<file path="src/logic/e1_line_clock_pkg.sv">
// Constants, register layout and carrier types for the E1 line clock and jitter control block.
// Assumes a single 50 MHz ref_clk that stands in for the crystal and its x4 PLL.
// Overview of operation
// - Sampling clock is the crystal frequency multiplied by four.
// - Line sampled on both PLL edges: 32 samples per unit interval.
// - With a valid line signal, receive clock is the recovered clock, via attenuator if in receive path.
// - No bipolar pulses on the receive inputs means carrier loss.
// - Alternate clock input is watched for presence; unused input is tied low.
// - Loss with alternate clock: alternate clock, via attenuator if in receive path.
// - Loss without alternate clock: centred crystal, or transmit clock via attenuator.
// - Attenuator in receive path restores near 50% duty receive clock.
// - Build-out codes 000-011 select normal and protected 75/120 ohm shapes.
// - Codes 100 and 110 select high return loss 75 ohm shapes.
// - Transmit pulses are independent of transmit clock duty; adds no jitter.
// - One control bit selects attenuator depth of 32 or 128 bits.
// - Path bit puts attenuator in receive or transmit path; disable removes it.
// - Attenuator output clock is the 8.192 MHz crystal divided by four.
// - Crystal is pulled by switching load capacitance to track line frequency.
// - Jitter past 120 or 28 UIpp makes the divider use 3.5 or 4.5.
// - Using 3.5 or 4.5 sets the limit trip flag at bit 5 of rx info.
// - Control register bit 1 disables the attenuator when set.
// - Control register bit 0 powers down the transmitter, line outputs floating.
package e1_line_clock_pkg;
    localparam longint CLK_HZ = 64'd50000000;
    localparam longint XTAL_HZ = 64'd8192000;
    localparam longint LINE_HZ = 64'd2048000;
    localparam longint PLL_MULT = 64'd4;
    localparam longint OVERSAMPLE = 64'd32;
    localparam int PHASE_W = 16;
    localparam int XACC_W = 24;
    // Phase step per ref_clk in a 2^16 unit interval: PLL clock, both edges, 32 slots per UI
    localparam logic [PHASE_W-1:0] UI_INC =
        PHASE_W'(((XTAL_HZ * PLL_MULT * 64'd2 / OVERSAMPLE) << PHASE_W) / CLK_HZ);
    // Crystal half-period ticks per ref_clk, as a fraction of 2^24
    localparam logic [XACC_W-1:0] XTAL_HALF_INC =
        XACC_W'(((XTAL_HZ * 64'd2) << XACC_W) / CLK_HZ);
    // Roughly 200 ppm of pull range
    localparam logic [XACC_W-1:0] XTAL_PULL_INC = XACC_W'(64'd1100);
    localparam logic [PHASE_W-1:0] PHASE_ALIGN = 16'h4000;
    localparam int HALF_UI_CYC = int'(CLK_HZ / (LINE_HZ * 64'd2));
    localparam logic [7:0] LOS_ZEROS = 8'h00FF;
    localparam int ALT_WINDOW_CYC = 4096;
    localparam int ALT_EXPECT = int'(LINE_HZ * 64'd4096 / CLK_HZ);
    localparam logic [12:0] ALT_MIN = 13'(ALT_EXPECT * 3 / 4);
    localparam logic [12:0] ALT_MAX = 13'(ALT_EXPECT * 5 / 4);
    // Crystal half periods per output clock: 8 nominal (/4), 7 (/3.5), 9 (/4.5)
    localparam logic [3:0] DIV_NOM = 4'h8;
    localparam logic [3:0] DIV_FAST = 4'h7;
    localparam logic [3:0] DIV_SLOW = 4'h9;
    localparam int DEPTH_DEEP = 128;
    localparam int DEPTH_SHALLOW = 32;
    localparam int JITTER_DEEP = 120;
    localparam int JITTER_SHALLOW = 28;
    localparam logic [7:0] LIM_DEEP = 8'((DEPTH_DEEP - JITTER_DEEP) / 2);
    localparam logic [7:0] LIM_SHALLOW = 8'((DEPTH_SHALLOW - JITTER_SHALLOW) / 2);
    localparam logic [7:0] ADDR_LINE_IFACE_CTRL = 8'h0018;
    localparam logic [7:0] ADDR_RX_INFO_REG = 8'h0008;
    localparam logic [7:0] LINE_IFACE_CTRL_RESET = 8'h0000;
    localparam int RIR_LIMIT_TRIP_BIT = 5;
    localparam int RIR_CARRIER_LOSS_BIT = 1;
    localparam int RIR_ALT_PRESENT_BIT = 0;

    typedef struct packed {
        logic [2:0] buildOutSel;
        logic rxGainLimit;
        logic attenPathSel;
        logic attenDepthSel;
        logic attenDisable;
        logic txPowerDown;
    } lineIfaceCtrl_type;

    typedef struct packed {
        logic pos;
        logic neg;
    } symbol_type;

    typedef enum logic [2:0] {
        SHAPE_75_NORMAL,
        SHAPE_120_NORMAL,
        SHAPE_75_PROTECT,
        SHAPE_120_PROTECT,
        SHAPE_75_HRL_115,
        SHAPE_75_HRL_136,
        SHAPE_RESERVED
    } waveShape_type;
endpackage : e1_line_clock_pkg

</file>
<file path="src/logic/e1_line_clock_jitter_control.sv">
// Digital side of the E1 line interface: clock recovery, carrier loss, alternate clock
// detection, receive clock selection, jitter attenuator, crystal pull and build-out decode.
// Assumes all pins but ref_clk, rst_n and the register port are asynchronous to ref_clk and are at least four times slower.
//
// Added by the designer: the plain strobed port and the register addresses.
`timescale 1ns/1ps
module e1_line_clock_jitter_control
    import e1_line_clock_pkg::*;
(
    input wire logic ref_clk,
    input wire logic rst_n,
    input wire logic rx_line_pos,
    input wire logic rx_line_neg,
    input wire logic alternate_clock_in,
    input wire logic tx_clock_in,
    input wire symbol_type txData,
    input wire logic [7:0] regAddr,
    input wire logic [7:0] regWrData,
    input wire logic regWr,
    input wire logic regRd,
    output logic [7:0] regRdData,
    output logic rxClock,
    output symbol_type rxData,
    output logic rx_carrier_loss,
    output logic altClockPresent,
    output logic tx_line_pos,
    output logic tx_line_neg,
    output logic txLineOe_n,
    output logic crystalLoadAdd,
    output waveShape_type waveShape
);
    function automatic waveShape_type decodeShape(input logic [2:0] code);
        case (code)
            3'h0: decodeShape = SHAPE_75_NORMAL;
            3'h1: decodeShape = SHAPE_120_NORMAL;
            3'h2: decodeShape = SHAPE_75_PROTECT;
            3'h3: decodeShape = SHAPE_120_PROTECT;
            3'h4: decodeShape = SHAPE_75_HRL_115;
            3'h6: decodeShape = SHAPE_75_HRL_136;
            default: decodeShape = SHAPE_RESERVED;
        endcase
    endfunction : decodeShape

    lineIfaceCtrl_type ctrl_r;
    logic limitTrip_r;
    logic [5:0] s1_r, s2_r, s3_r, pinLvl_r;
    logic [5:0] pinRise;
    logic [PHASE_W-1:0] phase_r;
    logic [PHASE_W:0] phaseSum;
    logic pulseSeen_r;
    symbol_type uiSym_r;
    symbol_type recSym_r;
    logic recClk_r;
    logic [7:0] zeroRun_r;
    logic [11:0] altWin_r;
    logic [12:0] altCount_r;
    logic altPresent_r;
    logic [XACC_W-1:0] xAcc_r;
    logic [XACC_W:0] xSum;
    logic [XACC_W-1:0] xInc;
    logic [3:0] halfCnt_r;
    logic [3:0] divLen_r;
    logic jaClk_r;
    logic jaTick;
    symbol_type buf_r [DEPTH_DEEP];
    logic [6:0] wrPtr_r, rdPtr_r;
    logic [7:0] fill;
    logic [7:0] depth, limMargin;
    logic depthPrev_r;
    logic inRxPath, inTxPath, centred;
    logic jaWr;
    symbol_type jaWrSym;
    symbol_type jaOut_r;
    logic txTick;
    symbol_type txSym_r;
    logic [4:0] txWidth_r;
    logic rdHit;

    // Pin synchronisers: s1 feeds only s2; a level change counts once s2 and s3 agree
    always_ff @(posedge ref_clk) begin
        if (!rst_n) begin
            s1_r <= '0;
            s2_r <= '0;
            s3_r <= '0;
            pinLvl_r <= '0;
        end else begin
            s1_r <= {txData.neg, txData.pos, tx_clock_in, alternate_clock_in,
                     rx_line_neg, rx_line_pos};
            s2_r <= s1_r;
            s3_r <= s2_r;
            pinLvl_r <= (s2_r & s3_r) | (pinLvl_r & (s2_r | s3_r));
        end
    end
    assign pinRise = ((s2_r & s3_r) | (pinLvl_r & (s2_r | s3_r))) & ~pinLvl_r;

    // Oversampled recovery: phase counts 32 slots per unit interval
    assign phaseSum = {1'b0, phase_r} + {1'b0, UI_INC};
    always_ff @(posedge ref_clk) begin
        if (!rst_n) begin
            phase_r <= '0;
            pulseSeen_r <= 1'b0;
            uiSym_r <= '0;
            recSym_r <= '0;
            recClk_r <= 1'b0;
        end else begin
            // Re-aligning on each pulse can cut a high phase short
            if (pinRise[0] || pinRise[1]) begin
                phase_r <= PHASE_ALIGN;
            end else begin
                phase_r <= phaseSum[PHASE_W-1:0];
            end
            recClk_r <= phase_r[PHASE_W-1];
            if (phaseSum[PHASE_W] && !(pinRise[0] || pinRise[1])) begin
                recSym_r <= uiSym_r;
                pulseSeen_r <= 1'b0;
                uiSym_r <= '0;
            end else if (pinRise[0] || pinRise[1]) begin
                pulseSeen_r <= 1'b1;
                uiSym_r <= '{pos: pinRise[0], neg: pinRise[1]};
            end
        end
    end
    wire uiEnd = phaseSum[PHASE_W] && !(pinRise[0] || pinRise[1]);
    wire recTick = !recClk_r && phase_r[PHASE_W-1];

    // Carrier loss after a run of unit intervals with no bipolar pulse
    always_ff @(posedge ref_clk) begin
        if (!rst_n) begin
            zeroRun_r <= '0;
            rx_carrier_loss <= 1'b1;
        end else if (pinRise[0] || pinRise[1]) begin
            zeroRun_r <= '0;
            rx_carrier_loss <= 1'b0;
        end else if (uiEnd && !pulseSeen_r) begin
            if (zeroRun_r == LOS_ZEROS) begin
                rx_carrier_loss <= 1'b1;
            end else begin
                zeroRun_r <= zeroRun_r + 8'h01;
            end
        end
    end

    // Alternate clock presence: edge count per window must sit in a plausible band
    always_ff @(posedge ref_clk) begin
        if (!rst_n) begin
            altWin_r <= '0;
            altCount_r <= '0;
            altPresent_r <= 1'b0;
        end else begin
            altWin_r <= altWin_r + 12'h001;
            if (altWin_r == 12'(ALT_WINDOW_CYC - 1)) begin
                altPresent_r <= (altCount_r >= ALT_MIN) && (altCount_r <= ALT_MAX);
                altCount_r <= '0;
            end else if (pinRise[2]) begin
                altCount_r <= altCount_r + 13'h0001;
            end
        end
    end
    assign altClockPresent = altPresent_r;

    // Register port
    always_ff @(posedge ref_clk) begin
        if (!rst_n) begin
            ctrl_r <= lineIfaceCtrl_type'(LINE_IFACE_CTRL_RESET);
        end else if (regWr && regAddr == ADDR_LINE_IFACE_CTRL) begin
            ctrl_r <= lineIfaceCtrl_type'(regWrData);
        end
    end

    always_ff @(posedge ref_clk) begin
        if (!rst_n) begin
            regRdData <= '0;
        end else if (regRd) begin
            case (regAddr)
                ADDR_LINE_IFACE_CTRL: regRdData <= ctrl_r;
                ADDR_RX_INFO_REG: begin
                    regRdData <= '0;
                    regRdData[RIR_LIMIT_TRIP_BIT] <= limitTrip_r;
                    regRdData[RIR_CARRIER_LOSS_BIT] <= rx_carrier_loss;
                    regRdData[RIR_ALT_PRESENT_BIT] <= altPresent_r;
                end
                default: regRdData <= '0;
            endcase
        end
    end

    // Attenuator placement and source of its write clock
    assign inRxPath = !ctrl_r.attenDisable && !ctrl_r.attenPathSel;
    assign inTxPath = !ctrl_r.attenDisable && ctrl_r.attenPathSel;
    // With no line and no alternate clock the receive path runs on the free crystal
    assign centred = inRxPath && rx_carrier_loss && !altPresent_r;
    always_comb begin
        jaWr = 1'b0;
        jaWrSym = '0;
        if (inTxPath) begin
            jaWr = pinRise[3];
            jaWrSym = '{pos: pinLvl_r[4], neg: pinLvl_r[5]};
        end else if (inRxPath && !rx_carrier_loss) begin
            jaWr = recTick;
            jaWrSym = recSym_r;
        end else if (inRxPath && altPresent_r) begin
            jaWr = pinRise[2];
        end
    end

    // Crystal model with switched load capacitance
    assign xInc = crystalLoadAdd ? XTAL_HALF_INC - XTAL_PULL_INC
                                 : XTAL_HALF_INC + XTAL_PULL_INC;
    assign xSum = {1'b0, xAcc_r} + {1'b0, (centred ? XTAL_HALF_INC : xInc)};
    always_ff @(posedge ref_clk) begin
        if (!rst_n) begin
            xAcc_r <= '0;
            crystalLoadAdd <= 1'b0;
        end else begin
            xAcc_r <= xSum[XACC_W-1:0];
            // Buffer draining below half means the crystal runs fast: add load
            crystalLoadAdd <= (fill < (depth >> 1));
        end
    end

    // Output divider, normally 8 half periods; 7 or 9 near the buffer limits
    assign depth = ctrl_r.attenDepthSel ? 8'(DEPTH_SHALLOW) : 8'(DEPTH_DEEP);
    assign limMargin = ctrl_r.attenDepthSel ? LIM_SHALLOW : LIM_DEEP;
    assign fill = {1'b0, 7'(wrPtr_r - rdPtr_r)};
    assign jaTick = xSum[XACC_W] && (halfCnt_r == divLen_r - 4'h1);
    always_ff @(posedge ref_clk) begin
        if (!rst_n) begin
            halfCnt_r <= '0;
            divLen_r <= DIV_NOM;
            jaClk_r <= 1'b0;
        end else if (xSum[XACC_W]) begin
            if (jaTick) begin
                halfCnt_r <= '0;
                jaClk_r <= 1'b1;
                if (centred) begin
                    divLen_r <= DIV_NOM;
                end else if (fill > depth - limMargin) begin
                    divLen_r <= DIV_FAST;
                end else if (fill < limMargin) begin
                    divLen_r <= DIV_SLOW;
                end else begin
                    divLen_r <= DIV_NOM;
                end
            end else begin
                halfCnt_r <= halfCnt_r + 4'h1;
                if (halfCnt_r == (divLen_r >> 1) - 4'h1) begin
                    jaClk_r <= 1'b0;
                end
            end
        end
    end

    // Set wins over a software clear in the same cycle
    assign rdHit = regWr && regAddr == ADDR_RX_INFO_REG && regWrData[RIR_LIMIT_TRIP_BIT];
    always_ff @(posedge ref_clk) begin
        if (!rst_n) begin
            limitTrip_r <= 1'b0;
        end else if (jaTick && divLen_r != DIV_NOM) begin
            limitTrip_r <= 1'b1;
        end else if (rdHit) begin
            limitTrip_r <= 1'b0;
        end
    end

    // Elastic bit buffer; a depth change or, at depth 32 only, a full buffer (fill at depth) re-centres the read side
    always_ff @(posedge ref_clk) begin
        if (jaWr) begin
            buf_r[wrPtr_r] <= jaWrSym;
        end
    end
    always_ff @(posedge ref_clk) begin
        if (!rst_n) begin
            wrPtr_r <= '0;
            rdPtr_r <= 7'(0 - DEPTH_DEEP / 2);
            depthPrev_r <= 1'b0;
            jaOut_r <= '0;
        end else begin
            depthPrev_r <= ctrl_r.attenDepthSel;
            if (jaWr) begin
                wrPtr_r <= wrPtr_r + 7'h01;
            end
            if (depthPrev_r != ctrl_r.attenDepthSel || fill >= depth) begin
                rdPtr_r <= wrPtr_r - 7'(depth >> 1);
            end else if (jaTick) begin
                rdPtr_r <= rdPtr_r + 7'h01;
                jaOut_r <= buf_r[rdPtr_r];
            end
        end
    end

    // Receive clock source selection
    always_ff @(posedge ref_clk) begin
        if (!rst_n) begin
            rxClock <= 1'b0;
            rxData <= '0;
        end else if (inRxPath) begin
            rxClock <= jaClk_r;
            rxData <= (rx_carrier_loss) ? symbol_type'('0) : jaOut_r;
        end else if (!rx_carrier_loss) begin
            rxClock <= recClk_r;
            rxData <= recSym_r;
        end else if (altPresent_r) begin
            rxClock <= pinLvl_r[2];
            rxData <= '0;
        end else if (inTxPath) begin
            rxClock <= jaClk_r;
            rxData <= '0;
        end else begin
            rxClock <= jaClk_r;
            rxData <= '0;
        end
    end

    // Transmit pulses: fixed half-UI width from the launching edge only
    assign txTick = inTxPath ? jaTick : pinRise[3];
    always_ff @(posedge ref_clk) begin
        if (!rst_n) begin
            txSym_r <= '0;
            txWidth_r <= '0;
        end else if (txTick) begin
            txSym_r <= inTxPath ? jaOut_r : symbol_type'({pinLvl_r[4], pinLvl_r[5]});
            txWidth_r <= 5'(HALF_UI_CYC);
        end else if (txWidth_r != 5'h00) begin
            txWidth_r <= txWidth_r - 5'h01;
        end
    end
    assign tx_line_pos = !ctrl_r.txPowerDown && txWidth_r != 5'h00 && txSym_r.pos;
    assign tx_line_neg = !ctrl_r.txPowerDown && txWidth_r != 5'h00 && txSym_r.neg;
    assign txLineOe_n = ctrl_r.txPowerDown;
    assign waveShape = decodeShape(ctrl_r.buildOutSel);
endmodule : e1_line_clock_jitter_control

</file>
<file path="config.mk">
export PLATFORM = sky130hd
export DESIGN_NAME = e1_line_clock_jitter_control
export DESIGN_NICKNAME = d
export VERILOG_FILES = /design/src/logic/e1_line_clock_pkg.sv /design/src/logic/e1_line_clock_jitter_control.sv
export SDC_FILE = /design/constraint.sdc
export NUM_CORES = 1
export LEC_CHECK = 0
export ABC_CLOCK_PERIOD_IN_PS = 11150
export BUFFER_PORTS_ARGS = -buffer_cell sky130_fd_sc_hd__buf_2
export CORE_MARGIN = 2
export CORE_UTILIZATION = 60
export CTS_CLUSTER_DIAMETER = 60
export DETAILED_ROUTE_END_ITERATION = 8
export PLACE_DENSITY_LB_ADDON = 0.12
export SLEW_MARGIN = 25
export SYNTH_ARGS = -nofsm -noshare
export SYNTH_HDL_FRONTEND = slang
export SYNTH_SLANG_ARGS = --single-unit
export TNS_END_PERCENT = 20
</file>
<file path="constraint.sdc">
create_clock -name ref_clk -period 11.15 [get_ports ref_clk]
set_input_delay 1.115 -clock ref_clk [delete_from_list [all_inputs] [get_ports ref_clk]]
set_output_delay 1.115 -clock ref_clk [all_outputs]
set_load 0.1 [all_outputs]
</file>
==> impl_metrics.ini, run 1 <==
[global_route]
grt_pass1_wl_um = 61900
track_usage_pct = 25.3
gr-total-overflow = 0
antenna_found_initial = 0
grt_pass1_vias = 11742
grt_max_degree = 115

[clocking]
holdBufCountCts = 0
ctsHtreeMaxLevel = 2
numCtsBuffers = 43
cts_tree = yes
cts_setup_buffers = 0
clkSlewWorstSetupHoldPaths_ns = 0.06
clock_path_buffers = 3
cts-resized-gates = 0
clockRootBuffer = clkbuf_16
worstSkewPairLatency_ns = 0.54
cts_num_sinks = 411

[yosys]
synthDistinctLibCells = 71
synth-main-ff-cell = edfxtp_1
synth_area_um2 = 18100
synthArstFlopShare_pct = 0
ys_seq_area_share_pct = 59.6
netlist_instances = 1494
yosys_warnings = 0
syn_area_per_cell_um2 = 12.1
ys_ff_latch = 411
synth_edf_count = 256
syn_nets = 1560

[power]
vdd_drop_max_mv = 0.125
power_frac_seq_pct = 51.8
power_switching_share_pct = 22.7
p_clk_share_pct = 41.0
total_power_mw = 3.24
power_density_nw_per_um2 = 163
internal_power_mw = 2.51
p_comb_share_pct = 7.2
p_sw_mw = 0.737
p_leak_nw = 7.31

[timing]
skew_ns = 0.0126
tightest_slew_ns = 1.10
fmax_mhz = 238
hold_viol = 0
whs_ns = 0.437
setup_tns_ns = 0
relSlewSlack_pct = 26.3
setup_violations = 0
post-route-min-period_ns = 4.20
rsz0062_at_grt = false
fin_crit_sh_pct = 37.7
slew_violations = 0

[critical_path]
required_ns = 11.57
crit_chain = or4b_1 > inv_1 > nor2_1 > inv_1 > ha_1 > nor4b_1 > o2111ai_1 > nand2_1 > nor3b_1 > o31a_1 > o21ai_1 > o221a_2
critical_path_class = register to register
slowest_delay_ns = 0.59
critPathArrivalTime_ns = 4.62
crit_slowest_cell = dfxtp_1
cp-start-kind = register
cp_common_cell = inv_1
cp_max_fo = 10
cp-end-kind = register

[place]
port_buffers = 45
place_hpwl_um = 24900
gp_congestion = 0.890

[final_layout]
drive_gt1_share_pct = 13.3
area_delta_synth_final_pct = 10.2
antenna_cells = 0
nets = 1588

[die]
rows = 63
initial_core_util_pct = 61.0
die_area_um2 = 31600
ios = 46
die_w_um = 178
core_um2 = 29700
fp.dieH_um = 178

[routing]
drc = 0
drt-met1-wl_um = 16100
routed.top_layer = met4
dr_wl_met3_um = 2330
wl_per_cell_um = 20.1
ant_nets = 0
via_count = 11729
wirelength_um = 39100
drt-vias-per-instance = 6.03
drt_iter0_drc = 953
route.met2.wl_um = 19100
first_pass_iters = 5

[status]
outcome = complete, no violations

[run]
maxCapViolCount = 0

[worst_hold_path]
hp-class = register to register
## synth_stat cells, drive strengths merged, types with 6 or more instances
cell	instances	area (um^2)
edfxtp	256	7690
nor2	243	912
dfxtp	155	3100
nand2	93	352
mux4	64	1440
a21oi	60	304
clkbuf	55	206
inv	47	176
nand3	45	225
ha	38	475
xnor2	38	333
xor2	33	289
and2	31	196
o21ai	30	150
a22oi	26	200
nand4	24	150
nor3	24	120
mux2i	23	230
buf	20	103
or3	17	106
a21o	10	75.1
nand2b	10	62.6
nor2b	10	62.6
o21a	10	75.1
nor4	9	56.3
or2	9	56.3
and3	8	50.1
nor3b	8	60.1
a211oi	7	52.6
a311oi	7	61.3
nand3b	7	52.6
a22o	6	52.6
o22ai	6	37.5
or4	6	45.0
## metrics by stage
step                      instance area (um^2)  cells  utilization, %  setup slack, ns
final                                    20000   1945            67.2             6.95
after detailed placement                 18700   1867            62.8             7.00
after CTS                                20000   1945            67.1             6.98
after global routing                     20000   1945            67.2             6.57
after global placement                   18600   1867            62.7             7.17
after floorplan                          18100   1494               -             6.23
## worst max-delay path: cells and delay by family, from the launching register on
family                   cells  cell delay (ns)
AO/OA/AOI/OAI                4             0.93
adder cells (fa/ha/maj)      1             0.43
buffers and inverters        2             0.41
flip-flops                   1             0.59
AND/OR/NAND/NOR              5             1.74
## cell families (layout without fill, tap and decap cells)
| kind of cell | Yosys count | count (layout) | synth area share (%) |
|---|---|---|---|
| and+or+nand+nor | 554 | 554 | 14.3 |
| DFF | 411 | 411 | 59.6 |
| AOI/OAI and AO/OA | 207 | 207 | 7.81 |
| buffers and inverters | 123 | 184 | 2.70 |
| muxes | 88 | 88 | 9.29 |
| xor gates and xnor gates | 71 | 71 | 3.43 |
| adders and majority gates | 40 | 40 | 2.85 |
## metal layers
metal | vias up | global-route usage, %
met1 | 5686 | 32.8
met5 | - | 0
li1 | 5550 | -
met2 | 386 | 42.7
met4 | 0 | 10.3
met3 | 107 | 4.18
## final timing paths
| path | depth (start not counted) | slack (ns) | endpoint | from |
|---|---|---|---|---|
| max | 12 | 6.95 | jaClk_r | ctrl_r[1] |
| min | 1 | 0.44 | s2_r[2] | s1_r[2] |
| max reg2reg | 12 | 6.95 | jaClk_r | ctrl_r[1] |
| min reg2reg | 1 | 0.44 | s2_r[2] | s1_r[2] |
## cells in the final DEF, fill, tap and decap left out, types with 9 or more instances in the layout
cell type / count
nand2_1: 92
a21oi_1: 59
inv_1: 46
ha_1: 38
mux2i_1: 23
a21o_1: 10
nand3_1: 43
nor3_1: 24
clkbuf_16: 43
edfxtp_1: 256
xnor2_1: 38
nor2_1: 241
clkbuf_1: 13
or2_2: 9
nor4_1: 9
or3_1: 16
and2_1: 30
clkinv_1: 10
o21ai_0: 29
xor2_1: 33
mux4_2: 64
nand2b_1: 10
dfxtp_1: 153
buf_2: 45
o21a_1: 10
nand4_1: 24
buf_4: 12
nor2b_1: 10
a22oi_1: 25
## area by class of cell
class	count	area (um^2)
inverter	48	180
clock inverter	19	134
clock buffer	59	1170
multi-input combinational	960	6870
tap	390	488
timing repair buffer	58	327
sequential	411	10800
fill	2198	9760
## registers in the layout, summed over array words and instances (netlist names), 2 cells and up
signal / count
altCount_r: 13
altWin_r: 12
buf_r: 256
ctrl_r: 7
divLen_r: 3
halfCnt_r: 4
jaOut_r: 2
phase_r: 14
pinLvl_r: 6
rdPtr_r: 7
recSym_r: 2
regRdData: 8
rxData: 2
s1_r: 6
s2_r: 6
s3_r: 6
txSym_r: 2
txWidth_r: 5
uiSym_r: 2
wrPtr_r: 7
xAcc_r: 23
zeroRun_r: 8
## power groups by stage
stage	registers (mW)	logic [mW]	clock network [mW]
after floorplan	1.70	0.194	0
after global placement	1.71	0.228	0
after detailed placement	1.71	0.232	0
after CTS	1.68	0.234	1.35
after global routing	1.69	0.264	1.41
final	1.68	0.234	1.33
Note: power is estimated with default switching activity, not from simulation.
==> run 2: changes to the inputs <==
--- a/config.mk
+++ b/config.mk
@@ -5,7 +5,7 @@
 export SDC_FILE = /design/constraint.sdc
 export NUM_CORES = 1
 export LEC_CHECK = 0
-export ABC_CLOCK_PERIOD_IN_PS = 11150
+export ABC_CLOCK_PERIOD_IN_PS = 4400
 export BUFFER_PORTS_ARGS = -buffer_cell sky130_fd_sc_hd__buf_2
 export CORE_MARGIN = 2
 export CORE_UTILIZATION = 60
==> constraint.sdc (replaced) <==
create_clock -name ref_clk -period 4.4 [get_ports ref_clk]
set_input_delay 0.44 -clock ref_clk [delete_from_list [all_inputs] [get_ports ref_clk]]
set_output_delay 0.44 -clock ref_clk [all_outputs]
set_load 0.1 [all_outputs]
==> impl_metrics.ini, run 2 (synthesis results as in run 1) <==
[final_layout]
final_common_cell = edfxtp_1
largest_reg_flops = 256
fin_area_um2 = 20100
finish.utilization_pct = 67.7
nets = 1601
antenna_cells = 0
area_delta_synth_final_pct = 11.1
regMostFlops = buf_r
largestRegisters = buf_r x256, xAcc_r x23, phase_r x14
final_cell_mix = edfxtp_1, nor2_1, dfxtp_1
drive_gt1_share_pct = 14.2

[clocking]
cts_setup_buffers = 0
clockRootBuffer = clkbuf_16
clkSlewWorstSetupHoldPaths_ns = 0.06
numCtsBuffers = 44
holdBufCountCts = 0
clock_path_buffers = 3
ctsHtreeMaxLevel = 2
worstSkewPairLatency_ns = 0.56
cts_num_sinks = 411
cts_tree = yes
cts-resized-gates = 0

[timing]
whs_ns = 0.0998
hold_viol = 0
slew_violations = 0
fmax_mhz = 256
setup_tns_ns = 0
rsz0062_at_grt = false
post-route-min-period_ns = 3.91
setup_violations = 0
relSlewSlack_pct = 28.2
tightest_slew_ns = 1.08
skew_ns = 0.0197
fin_crit_sh_pct = 88.9

[global_route]
gr-total-overflow = 0
antenna_found_initial = 0
grt_pass1_vias = 11899
track_usage_pct = 25.7
grt_max_degree = 129
grt_pass1_wl_um = 63000

[critical_path]
critical_path_class = register to register
critPathArrivalTime_ns = 4.34
cp_max_fo = 10
cp-end-kind = register
required_ns = 4.83
cp-start-kind = register

[power]
p_leak_nw = 7.30
total_power_mw = 8.39
power_density_nw_per_um2 = 417
vdd_drop_max_mv = 0.331

[routing]
wirelength_um = 39500
via_count = 11857
drt_iter0_drc = 1036
wl_per_cell_um = 20.2
drc = 0
ant_nets = 0
first_pass_iters = 5
drt-vias-per-instance = 6.06

[worst_hold_path]
hp-class = input port to register

[run]
maxCapViolCount = 0

[die]
die_area_um2 = 31600
die_w_um = 178
fp.dieH_um = 178
rows = 63
ios = 46
core_um2 = 29700
initial_core_util_pct = 61.0

[place]
gp_congestion = 0.859
port_buffers = 45
placed_area_um2 = 18800
place_hpwl_um = 25100

[status]
outcome = complete, no violations
==> run 2: changes by cell type in the layout (fill, tap and decap cells not counted), sizes merged <==
| cell | previous run | this run |
|---|---|---|
| inv | 50 | 48 |
| clkinv | 15 | 16 |
| bufinv | 1 | 2 |
| clkinvlp | 1 | 0 |
| buf | 58 | 70 |
==> run 2: layer usage <==
layer | global-route usage, % | share of wire (%) | wire length [um]
met5 | 0 | 0 | 0
met4 | 9.05 | 3.4 | 1350
met3 | 3.86 | 5.8 | 2280
met2 | 42.7 | 48 | 19000
met1 | 34.8 | 43 | 16900
==> run 2: worst paths after layout <==
check / from / end / slack, ns / depth (start not counted)
worst max-delay path: ctrl_r[1] / rdPtr_r[3] / 0.49 / 11
worst min-delay path: txData[1] / s1_r[4] / 0.1 / 2
worst max register to register: ctrl_r[1] / rdPtr_r[3] / 0.49 / 11
worst min register to register: s1_r[1] / s2_r[1] / 0.43 / 1
==> run 2: power by group <==
part	switching (mW)	internal [mW]
registers	0.107	4.15
logic	0.324	0.280
clock network	1.49	2.04
==> run 2: through the flow <==
stage,setup slack [ns],instances
2_1_floorplan,0.176,1494
3_3_place_gp,0.670,1879
3_5_place_dp,0.561,1879
4_1_cts,0.553,1956
5_1_grt,0.157,1956
6_report,0.489,1956
==> run 2: final cells by class <==
cell class,instances,area [um^2]
sequential,411,10800
fill,2189,9600
multi-input combinational,960,6860
clock buffer,59,1210
tap,390,488
timing repair buffer,70,438
inverter,48,181
clock inverter,18,155
==> run 2: critical path, stage by stage (launching register included) <==
cell,delay (ns)
dfxtp_1,0.31
or4b_1,0.72
inv_1,0.31
nor2_1,0.13
ha_1,0.41
o2111a_1,0.24
nand2_1,0.09
a211oi_1,0.45
or3_1,0.30
nand2_2,0.18
or3_1,0.37
a311oi_1,0.29
